### src/tci_pkg.sv
/*
  Package for the touch controller two-wire target: bus constants,
  command codes, channel codes, register map bounds and carriers.
  Assumes a 100 MHz system clock and synchronous bus pin inputs.
*/
`default_nettype none
package tci_pkg;
  localparam logic [5:0] TARGET_ID_BASE = 6'h24;
  localparam logic [3:0] CMD_SELECT = 4'ha;
  localparam logic [3:0] CMD_CONVERT = 4'hb;
  localparam logic [3:0] CMD_HOST_DRIVEN = 4'hc;
  localparam logic [3:0] CMD_PEN_DETECT = 4'hd;
  localparam logic [3:0] CMD_PEN_TRIGGER = 4'he;
  localparam logic [1:0] CTRL_WRITE = 2'h0;
  localparam logic [1:0] CTRL_READ = 2'h1;
  localparam logic [2:0] CHAN_X = 3'h0;
  localparam logic [2:0] CHAN_Y = 3'h1;
  localparam logic [2:0] CHAN_Z1 = 3'h2;
  localparam logic [2:0] CHAN_Z2 = 3'h3;
  localparam logic [2:0] MASKED_SET_CODE = 3'h7;
  localparam logic [5:0] REG_LAST = 6'h26;
  localparam logic [5:0] REG_ACTIVE_INPUT_MASK = 6'h04;
  localparam logic [7:0] ACTIVE_MASK_RESET = 8'hc0;
  localparam logic [15:0] INVALID_WORD = 16'hffff;
  localparam int CHAN_ID_LSB = 12;
  localparam int NUM_CHAN = 4;
  typedef enum logic [1:0] {
    MODE_HOST_DRIVEN = 2'h0,
    MODE_PEN_DETECT = 2'h1,
    MODE_PEN_TRIGGER = 2'h2
  } tci_mode_t;
  typedef struct packed {
    logic [3:0] op;
    logic [2:0] chan;
  } tci_cmd_t;
  typedef struct packed {
    logic [15:0] word;
    logic valid;
  } tci_chan_t;
endpackage
`default_nettype wire

### src/tci_target.sv
/*
  Two-wire bus target of the touch controller: address match, register
  access, command decode, channel streaming and clock stretching.
  Assumes scl and sda inputs already synchronous to clk_sys.
*/
`default_nettype none
module tci_target #(
  parameter int NUM_REGS = 39,
  parameter int BUF_DEPTH = 2
) (
  input wire logic clk_sys,
  input wire logic resetn,
  input wire logic clk_en,
  input wire logic addr_strap,
  input wire logic scl_in,
  output logic scl_out,
  output logic scl_oe,
  input wire logic sda_in,
  output logic sda_out,
  output logic sda_oe,
  input wire logic sample_busy,
  input wire tci_pkg::tci_chan_t chan_data [tci_pkg::NUM_CHAN],
  input wire logic data_ready,
  output logic host_alert_n,
  output logic halt_conv,
  output var tci_pkg::tci_cmd_t cmd_q,
  output logic cmd_stb_q,
  output var tci_pkg::tci_mode_t mode_q,
  output logic [7:0] active_input_mask
);
  typedef enum logic [5:0] {
    ST_IDLE = 6'b000001,
    ST_RX = 6'b000010,
    ST_ACK = 6'b000100,
    ST_TX = 6'b001000,
    ST_RACK = 6'b010000,
    ST_STRETCH = 6'b100000
  } tci_state_t;

  tci_state_t state_q;
  logic scl_q, sda_q, strap_q;
  logic [7:0] shift_q;
  logic [3:0] bit_q;
  logic [1:0] byte_q;
  logic is_read_q, chan_rd_q, reg_wr_q, acked_q, stretch_pend_q, cmd_pend_q;
  logic [7:0] cmd_byte_q;
  logic [5:0] register_pointer;
  logic [7:0] regs_q [NUM_REGS];
  logic [2:0] last_conv_q;
  logic [2:0] ch_idx_q;
  logic byte_hi_q, chan_done_q, alert_q;
  logic [15:0] buf_q [BUF_DEPTH];
  logic [1:0] buf_cnt_q;
  logic buf_rd_q, buf_wr_q;
  logic start_c, stop_c, scl_rise, scl_fall, buf_in_valid, buf_in_ready;
  logic buf_out_valid, buf_out_ready;
  logic [15:0] next_word;
  logic [3:0] readable;
  logic [2:0] nxt_ch;
  logic [6:0] my_addr;

  assign start_c = scl_in && scl_q && sda_q && !sda_in;
  assign stop_c = scl_in && scl_q && !sda_q && sda_in;
  assign scl_rise = scl_in && !scl_q;
  assign scl_fall = !scl_in && scl_q;
  assign my_addr = {tci_pkg::TARGET_ID_BASE, strap_q};
  assign active_input_mask = regs_q[tci_pkg::REG_ACTIVE_INPUT_MASK];
  assign host_alert_n = !alert_q;
  assign halt_conv = alert_q;
  assign scl_out = 1'b0;
  assign scl_oe = (state_q == ST_STRETCH);

  // Readable set: manual mode uses last convert, else the mask
  always_comb begin
    readable = active_input_mask[7:4];
    if (mode_q == tci_pkg::MODE_HOST_DRIVEN) begin
      readable = '0;
      if (last_conv_q == tci_pkg::MASKED_SET_CODE) begin
        readable = active_input_mask[7:4];
      end else if (!last_conv_q[2]) begin
        readable = 4'h8 >> last_conv_q[1:0];
      end
    end
  end

  // Next enabled channel in fixed order
  always_comb begin
    nxt_ch = 3'h4;
    for (int i = tci_pkg::NUM_CHAN - 1; i >= 0; i--) begin
      if (i >= int'(ch_idx_q) && readable[3 - i]) begin
        nxt_ch = 3'(i);
      end
    end
  end

  always_comb begin
    next_word = tci_pkg::INVALID_WORD;
    if (nxt_ch < 3'h4 && chan_data[nxt_ch[1:0]].valid) begin
      next_word = chan_data[nxt_ch[1:0]].word;
      next_word[14:tci_pkg::CHAN_ID_LSB] = nxt_ch;
    end
  end

  // Two-entry word buffer between channel select and shifter
  assign buf_in_valid = chan_rd_q && nxt_ch < 3'h4;
  assign buf_in_ready = buf_cnt_q < 2'(BUF_DEPTH);
  assign buf_out_valid = buf_cnt_q != 2'h0;
  assign buf_out_ready = (state_q == ST_RACK) && scl_fall && byte_hi_q
    && chan_rd_q && acked_q;

  always_ff @(posedge clk_sys) begin
    if (!resetn) begin
      buf_cnt_q <= '0;
      buf_rd_q <= 1'b0;
      buf_wr_q <= 1'b0;
      ch_idx_q <= '0;
      chan_done_q <= 1'b0;
      for (int i = 0; i < BUF_DEPTH; i++) begin
        buf_q[i] <= '0;
      end
    end else if (clk_en) begin
      if (start_c) begin
        buf_cnt_q <= '0;
        buf_rd_q <= 1'b0;
        buf_wr_q <= 1'b0;
        ch_idx_q <= '0;
        chan_done_q <= 1'b0;
      end else begin
        if (buf_in_valid && buf_in_ready) begin
          buf_q[buf_wr_q] <= next_word;
          buf_wr_q <= !buf_wr_q;
          ch_idx_q <= nxt_ch + 3'h1;
        end
        if (buf_out_valid && buf_out_ready) begin
          buf_rd_q <= !buf_rd_q;
        end
        buf_cnt_q <= buf_cnt_q + 2'(buf_in_valid && buf_in_ready)
          - 2'(buf_out_valid && buf_out_ready);
        if (chan_rd_q && nxt_ch == 3'h4 && buf_cnt_q == 2'h1
          && buf_out_ready) begin
          chan_done_q <= 1'b1;
        end
      end
    end
  end

  always_ff @(posedge clk_sys) begin
    if (!resetn) begin
      scl_q <= 1'b1;
      sda_q <= 1'b1;
      strap_q <= 1'b0;
    end else if (clk_en) begin
      scl_q <= scl_in;
      sda_q <= sda_in;
      strap_q <= addr_strap;
    end
  end

  // Bus protocol engine, rate follows master's scl edges
  always_ff @(posedge clk_sys) begin
    if (!resetn) begin
      state_q <= ST_IDLE;
      shift_q <= '0;
      bit_q <= '0;
      byte_q <= '0;
      is_read_q <= 1'b0;
      chan_rd_q <= 1'b0;
      reg_wr_q <= 1'b0;
      acked_q <= 1'b0;
      stretch_pend_q <= 1'b0;
      cmd_pend_q <= 1'b0;
      cmd_byte_q <= '0;
      sda_out <= 1'b0;
      sda_oe <= 1'b0;
      byte_hi_q <= 1'b1;
      register_pointer <= '0;
      cmd_q <= '0;
      cmd_stb_q <= 1'b0;
      mode_q <= tci_pkg::MODE_HOST_DRIVEN;
      last_conv_q <= tci_pkg::MASKED_SET_CODE;
      for (int i = 0; i < NUM_REGS; i++) begin
        regs_q[i] <= '0;
      end
      regs_q[tci_pkg::REG_ACTIVE_INPUT_MASK] <= tci_pkg::ACTIVE_MASK_RESET;
    end else if (clk_en) begin
      cmd_stb_q <= 1'b0;
      if (start_c) begin
        state_q <= ST_RX;
        bit_q <= '0;
        byte_q <= '0;
        chan_rd_q <= 1'b0;
        sda_oe <= 1'b0;
        byte_hi_q <= 1'b1;
        cmd_pend_q <= 1'b0;
      end else if (stop_c) begin
        state_q <= ST_IDLE;
        sda_oe <= 1'b0;
        if (cmd_pend_q) begin
          cmd_q <= '{op: cmd_byte_q[7:4], chan: cmd_byte_q[2:0]};
          cmd_stb_q <= !alert_q || cmd_byte_q[7:4] == tci_pkg::CMD_SELECT;
          if (!alert_q) begin
            unique case (cmd_byte_q[7:4])
              tci_pkg::CMD_HOST_DRIVEN: mode_q <= tci_pkg::MODE_HOST_DRIVEN;
              tci_pkg::CMD_PEN_DETECT: mode_q <= tci_pkg::MODE_PEN_DETECT;
              tci_pkg::CMD_PEN_TRIGGER: mode_q <= tci_pkg::MODE_PEN_TRIGGER;
              tci_pkg::CMD_CONVERT: last_conv_q <= cmd_byte_q[2:0];
              default: ;
            endcase
          end
        end
        reg_wr_q <= 1'b0;
        cmd_pend_q <= 1'b0;
      end else begin
        unique case (state_q)
          ST_IDLE: ;
          ST_RX: if (scl_rise) begin
            shift_q <= {shift_q[6:0], sda_in};
            bit_q <= bit_q + 4'h1;
          end else if (scl_fall && bit_q == 4'h8) begin
            bit_q <= '0;
            state_q <= ST_IDLE;
            if (byte_q == 2'h0) begin
              // Only own seven-bit address, general call ignored
              if (shift_q[7:1] == my_addr) begin
                is_read_q <= shift_q[0];
                chan_rd_q <= shift_q[0] && !reg_wr_q;
                stretch_pend_q <= sample_busy && shift_q[0];
                sda_out <= 1'b0;
                sda_oe <= 1'b1;
                state_q <= ST_ACK;
                byte_q <= 2'h1;
              end
            end else begin
              stretch_pend_q <= sample_busy;
              cmd_pend_q <= byte_q == 2'h1 && shift_q[7];
              cmd_byte_q <= shift_q;
              if (byte_q == 2'h1 && shift_q[7:6] == tci_pkg::CTRL_WRITE) begin
                register_pointer <= shift_q[5:0];
                reg_wr_q <= 1'b1;
              end else if (byte_q == 2'h1
                && shift_q[7:6] == tci_pkg::CTRL_READ) begin
                register_pointer <= shift_q[5:0];
                reg_wr_q <= 1'b1;
              end else if (reg_wr_q && byte_q == 2'h2) begin
                if (register_pointer <= tci_pkg::REG_LAST) begin
                  regs_q[register_pointer] <= shift_q;
                end
                register_pointer <= register_pointer + 6'h1;
              end
              sda_out <= 1'b0;
              sda_oe <= 1'b1;
              state_q <= ST_ACK;
              byte_q <= 2'h2;
            end
          end
          ST_ACK: if (scl_fall) begin
            if (is_read_q) begin
              state_q <= stretch_pend_q ? ST_STRETCH : ST_TX;
              bit_q <= '0;
              reg_wr_q <= 1'b0;
              sda_oe <= 1'b1;
              if (chan_rd_q) begin
                shift_q <= buf_q[buf_rd_q][15:8];
              end else begin
                shift_q <= register_pointer <= tci_pkg::REG_LAST ?
                  regs_q[register_pointer] : 8'h00;
                register_pointer <= register_pointer + 6'h1;
              end
              sda_out <= chan_rd_q ? buf_q[buf_rd_q][15] :
                (register_pointer <= tci_pkg::REG_LAST ?
                regs_q[register_pointer][7] : 1'b0);
            end else begin
              state_q <= stretch_pend_q ? ST_STRETCH : ST_RX;
              sda_oe <= 1'b0;
            end
          end
          ST_STRETCH: if (!sample_busy) begin
            stretch_pend_q <= 1'b0;
            state_q <= is_read_q ? ST_TX : ST_RX;
          end
          ST_TX: if (scl_fall) begin
            bit_q <= bit_q + 4'h1;
            if (bit_q == 4'h7) begin
              sda_oe <= 1'b0;
              state_q <= ST_RACK;
            end else begin
              sda_out <= shift_q[6 - bit_q[2:0]];
            end
          end
          ST_RACK: if (scl_rise) begin
            acked_q <= !sda_in;
          end else if (scl_fall) begin
            if (!acked_q) begin
              state_q <= ST_IDLE;
            end else begin
              state_q <= ST_TX;
              bit_q <= '0;
              sda_oe <= 1'b1;
              if (chan_rd_q) begin
                byte_hi_q <= !byte_hi_q;
                shift_q <= byte_hi_q ? buf_q[buf_rd_q][7:0] :
                  buf_q[buf_rd_q][15:8];
                sda_out <= byte_hi_q ? buf_q[buf_rd_q][7] :
                  buf_q[buf_rd_q][15];
              end else begin
                shift_q <= register_pointer <= tci_pkg::REG_LAST ?
                  regs_q[register_pointer] : 8'h00;
                sda_out <= register_pointer <= tci_pkg::REG_LAST ?
                  regs_q[register_pointer][7] : 1'b0;
                register_pointer <= register_pointer + 6'h1;
              end
            end
          end
          default: state_q <= ST_IDLE;
        endcase
      end
    end
  end

  // Alert: set on fresh data, cleared by stop after the high byte of the last word of the readable set is acked
  always_ff @(posedge clk_sys) begin
    if (!resetn) begin
      alert_q <= 1'b0;
    end else if (clk_en) begin
      if (data_ready) begin
        alert_q <= 1'b1;
      end else if (stop_c && chan_done_q) begin
        alert_q <= 1'b0;
      end
    end
  end
endmodule
`default_nettype wire

### config.mk
export PLATFORM = sky130hd
export DESIGN_NAME = tci_target
export DESIGN_NICKNAME = d
export VERILOG_FILES = /design/src/tci_pkg.sv /design/src/tci_target.sv
export SDC_FILE = /design/constraint.sdc
export NUM_CORES = 1
export LEC_CHECK = 0
export ABC_AREA = 1
export CORE_ASPECT_RATIO = 0.6
export CORE_UTILIZATION = 50
export CTS_CLUSTER_SIZE = 24
export DETAILED_ROUTE_END_ITERATION = 8
export DONT_BUFFER_PORTS = 1
export HOLD_SLACK_MARGIN = 0.06
export PLACE_DENSITY = 0.7
export SLEW_MARGIN = 20
export SYNTH_ARGS = -nofsm -noshare
export SYNTH_HDL_FRONTEND = slang
export SYNTH_SLANG_ARGS = --single-unit
### constraint.sdc
create_clock -name clk_sys -period 3.3 [get_ports clk_sys]
set_input_delay 0.165 -clock clk_sys [delete_from_list [all_inputs] [get_ports clk_sys]]
set_output_delay 0.165 -clock clk_sys [all_outputs]
set_load 0.02 [all_outputs]
# Word-level counts from Yosys, hierarchy flattened
# Memory sizes are Yosys's and may differ from the RTL's. A register that Yosys moved wholly into a read port is not among the register bits.
# Index checks and enable logic that the tools add are counted.
# word_totals
in_bits,76
memories,2
output_inout_bits,24
regBits,68
ramBits,344
# op_classes
n_bitwise,7
muxes,183
n_lt_le_gt_ge,9
n_eq_ne,63
addsub,6
shift,1
reduce_logical,89
# mem_list
memory,depth,word_bits,read_ports,rd_ports_with_merged_regs,wr,line,rtl
regs_q,39,8,2,1,39,tci_target.sv:48,logic [7:0] regs_q [NUM_REGS];
buf_q,2,16,1,1,2,tci_target.sv:52,logic [15:0] buf_q [BUF_DEPTH];
# op_table
op,count
$mux 6,29
$mux 1,97
$mux 8,12
$mux 4,15
$ne 3x3->1 const B,15
$ne 4x4->1 const B,11
$pmux 6 s6,1
$bmux 17 s2,1
$mux 17,2
$lt 32x4->1 const B,1
$mux 16,2
$logic_and 1x1->1,30
$reduce_and 10->1,3
$ne 2x2->1 const B,14
$reduce_bool 2->1,14
$eq 4x4->1 const B,6
$pmux 8 s3,1
$mux 3,7
$reduce_and 7->1,3
$pmux 6 s3,1
$reduce_and 6->1,3
$mux 2,8
$pmux 4 s4,1
$reduce_and 8->1,2
50 further kinds,79

# Longest topological paths before layout
# logic_depth
word_depth,19
mapped_depth,17

# Worst setup path after synthesis
# Ideal clock, no wire load.
# synth_path
kind,reg-to-reg
startpoint,reg bit_q[0]
endpoint,"mem regs_q[0][5], data pin"
setup_ps,147
stages_incl_launch_ff,14
synth_period_minus_slack_ps,2918
t_arrival_ps,2771
n_path_buf,1
setup_slack_ps,382
t_required_ps,3153
path_cell_list,dfxtp_1 inv_1 ha_1 nand3_1 nor2_1 nand2_1 nor2_1 nand2_1 nor2_4 inv_1 nor2_1 clkinv_1 clkbuf_1 nor2_1
# synth_rtl
item,line,rtl
"start, declared",tci_target.sv:43,logic [3:0] bit_q;
"start signal, assigned",tci_target.sv:218,bit_q <= bit_q + 4'h1;
"start signal, assigned",tci_target.sv:282,bit_q <= bit_q + 4'h1;
"end, declared",tci_target.sv:48,

==> run summary <==
CP Launch Type: flip-flop
YS warnings: 0
clock power share: 0.384
crit end category: flip-flop
Rel. slew slack: 0.339
Peak VDD IR: 455 uV
root buf cell: clkbuf_16
Final Net Count: 3274
Initial Utilization: 0.511
Tcrit/Tclk final: 0.946
first-pass GRT wire length: 119000 um
TNS Setup: 0 ps
Die H: 185 um
Critical Path AT: 3500 ps
Slew Viols, Final: 0
Antenna Nets Post-Route: 0
Num Clock Sinks: 618
Cell Int Power: 13200 uW
commonest non-fill, non-tap cell in the layout: nor2_1
number of synthesized flops with an enable pin: 544
Yosys cell types: 44
Avg Inst Size Synth: 9.57 um^2
total design power: 17700 uW
status: finished, final reports clean
pin count of the biggest net entering global routing: 134
diodes inserted: 0
Reg power frac: 0.506
final RePlAce weighted congestion: 0.990
vias in the first global route: 20.9k
Die X: 307 um
core box area: 0.0546 mm^2
Wirelength per Cell: 19.9 um
share of cells above drive strength 1: 0.0899
synth-to-layout area growth: 17.1%
Longest Clk Path Bufs: 3
RSZ-0062 raised after global routing: false
crit path max fanout: 26
Crit Path Class: reg2reg
Fmax: 320 MHz
drt drc: 0
Tmin final: 3120 ps
# rows: 66
dominant synthesized flop cell: edfxtp_1
IO Pins: 100
most frequent cells in the layout: nor2_1, edfxtp_1, nand2_1
Hold WC Path Type: in2reg
Pre-Repair DR Iteration Count: 6
cells after synthesis: 2913
Num CTS Buffers: 56
total track usage: 0.276
H-tree depth: 2
Clock transition at path regs: 70 ps
maxcap violations: 0
Leak Pwr: 0.0126 uW
PortBufs: 0
Iteration-0 DRC Markers: 3115
drt total wl: 79500 um
vias per std cell: 5.69
combinational fraction of design power: 0.110
Tightest Pin Transition: 985 ps
GR Overflow Total: 0
Power per Cell Area: 542 mW/mm^2
setup violators final: 0
Req. time, crit path: 3680 ps
worst-skew pair later-pin latency: 630 ps
post-synthesis sequential area ratio: 0.639
CTS tree: built
Yosys reg bits: 618
antenna violations before repair: 1
Final HPWL DP: 51200 um
Psw: 4530 uW
Worst Clk Skew: 23.7 ps
vias post-DR: 22.7k
Mapped Area: 0.0279 mm^2
die area: 0.0567 mm^2
Hold Vio Cnt, Final: 0
Switching Fraction: 0.256
async set or reset register ratio after synthesis: 0
## Yosys cell counts, types with 5 or more instances
library cell    n  share of area
buf_2          28         0.0050
mux2i_1         5         0.0018
clkbuf_1      127          0.017
xor2_1          6         0.0019
a31oi_1         5         0.0011
ha_1            8         0.0036
a21oi_1       100          0.018
o21a_1          5         0.0013
nand2_2        11         0.0025
nor3_1         14         0.0025
a211oi_1        6         0.0016
inv_1         137          0.018
dfxtp_1        74          0.053
nand2_1       522          0.070
buf_1          21         0.0028
nand3_1       148          0.027
nand4_1         9         0.0020
o211ai_1        8         0.0022
nor2_1        668          0.090
edfxtp_1      544           0.59
o22ai_1       116          0.026
o21ai_0       318          0.057
## critical path, stage by stage (launching register included)
cell and delay, ps:
dfxtp_1 460, nand2_1 150, nand2_2 200, nand3_1 110, o21ai_1 130, buf_4 170, nand2_1 80, nand2_1 140
nand2_2 180, buf_12 210, o21ai_0 220, dlygate4sd3_1 590, nand2_1 60, nor2_1 120, nor2_1 60
## power groups by stage
stage                     clock network, uW  logic, uW  registers [uW]
after floorplan                           0       1220            9060
after global placement                    0       1730            9110
after global routing                   7170       2140            8990
after CTS                              6870       1860            8960
final                                  6790       1950            8960
after detailed placement                  0       1770            9120
## metrics by stage
step / cell area [um^2] / hold slack (ps) / setup slack, ps / cells / util
finish: 32600 / 78.0 / 179 / 3986 / 0.598
detailed placement: 30100 / 280 / 264 / 3826 / 0.552
global placement: 30100 / 268 / 331 / 3826 / 0.552
CTS: 32600 / 66.2 / 12.0 / 3984 / 0.596
floorplan: 28600 / 274 / 382 / 3105 / -
global route: 32600 / 130 / 11.0 / 3986 / 0.598
## repair_timing
item	in CTS	in global routing
endpoints found under the hold margin	439	0
hold buffers	52	0
buffers inserted	0	1
setup endpoints to repair	0	70
resized for setup	0	25
## cell families after synthesis
family / Yosys count / synth area share
compound gates: 567 / 0.110
other cells: 1 / 0.000134
flops: 618 / 0.639
xor+xnor: 7 / 0.00220
buf+inv: 320 / 0.0445
fa+ha+maj: 8 / 0.00359
mux: 5 / 0.00180
simple gates: 1387 / 0.199
## final timing paths
check                      start  cells past startpoint  slack [ps]     endpoint
setup reg to reg  last_conv_q[0]                     14         180  buf_q[1][0]
hold / removal     chan_data[25]                      6          80  buf_q[1][7]
setup / recovery  last_conv_q[0]                     14         180  buf_q[1][0]
hold reg to reg         buf_rd_q                      1         460     buf_rd_q
## per-layer routing
metal  vias to the layer above  share of wire  global-route usage
met1                     10900           0.43               0.414
met3                       136           0.13              0.0849
li1                      10400              -                   -
met2                      1283           0.42               0.388
met4                         0          0.018              0.0608
met5                         -              0                   0
## layout make-up
class | instances | area, um^2
fillers | 4533 | 21900
flip-flops and latches | 618 | 17800
multi-input cells | 2167 | 9600
repair buffers | 204 | 1850
clock buffers | 72 | 1540
well taps | 748 | 936
inverters | 143 | 547
clock inverters | 34 | 343
## flip-flops by register name (all words and copies together) (netlist names), 3 cells and up, named ones only
| name | flops |
|---|---|
| state_q | 6 |
| cmd_q | 7 |
| ch_idx_q | 3 |
| last_conv_q | 3 |
| shift_q | 8 |
| regs_q | 512 |
| bit_q | 4 |
| buf_q | 32 |
| register_pointer | 6 |
| cmd_byte_q | 7 |
Power figures use the tool's default switching activity.
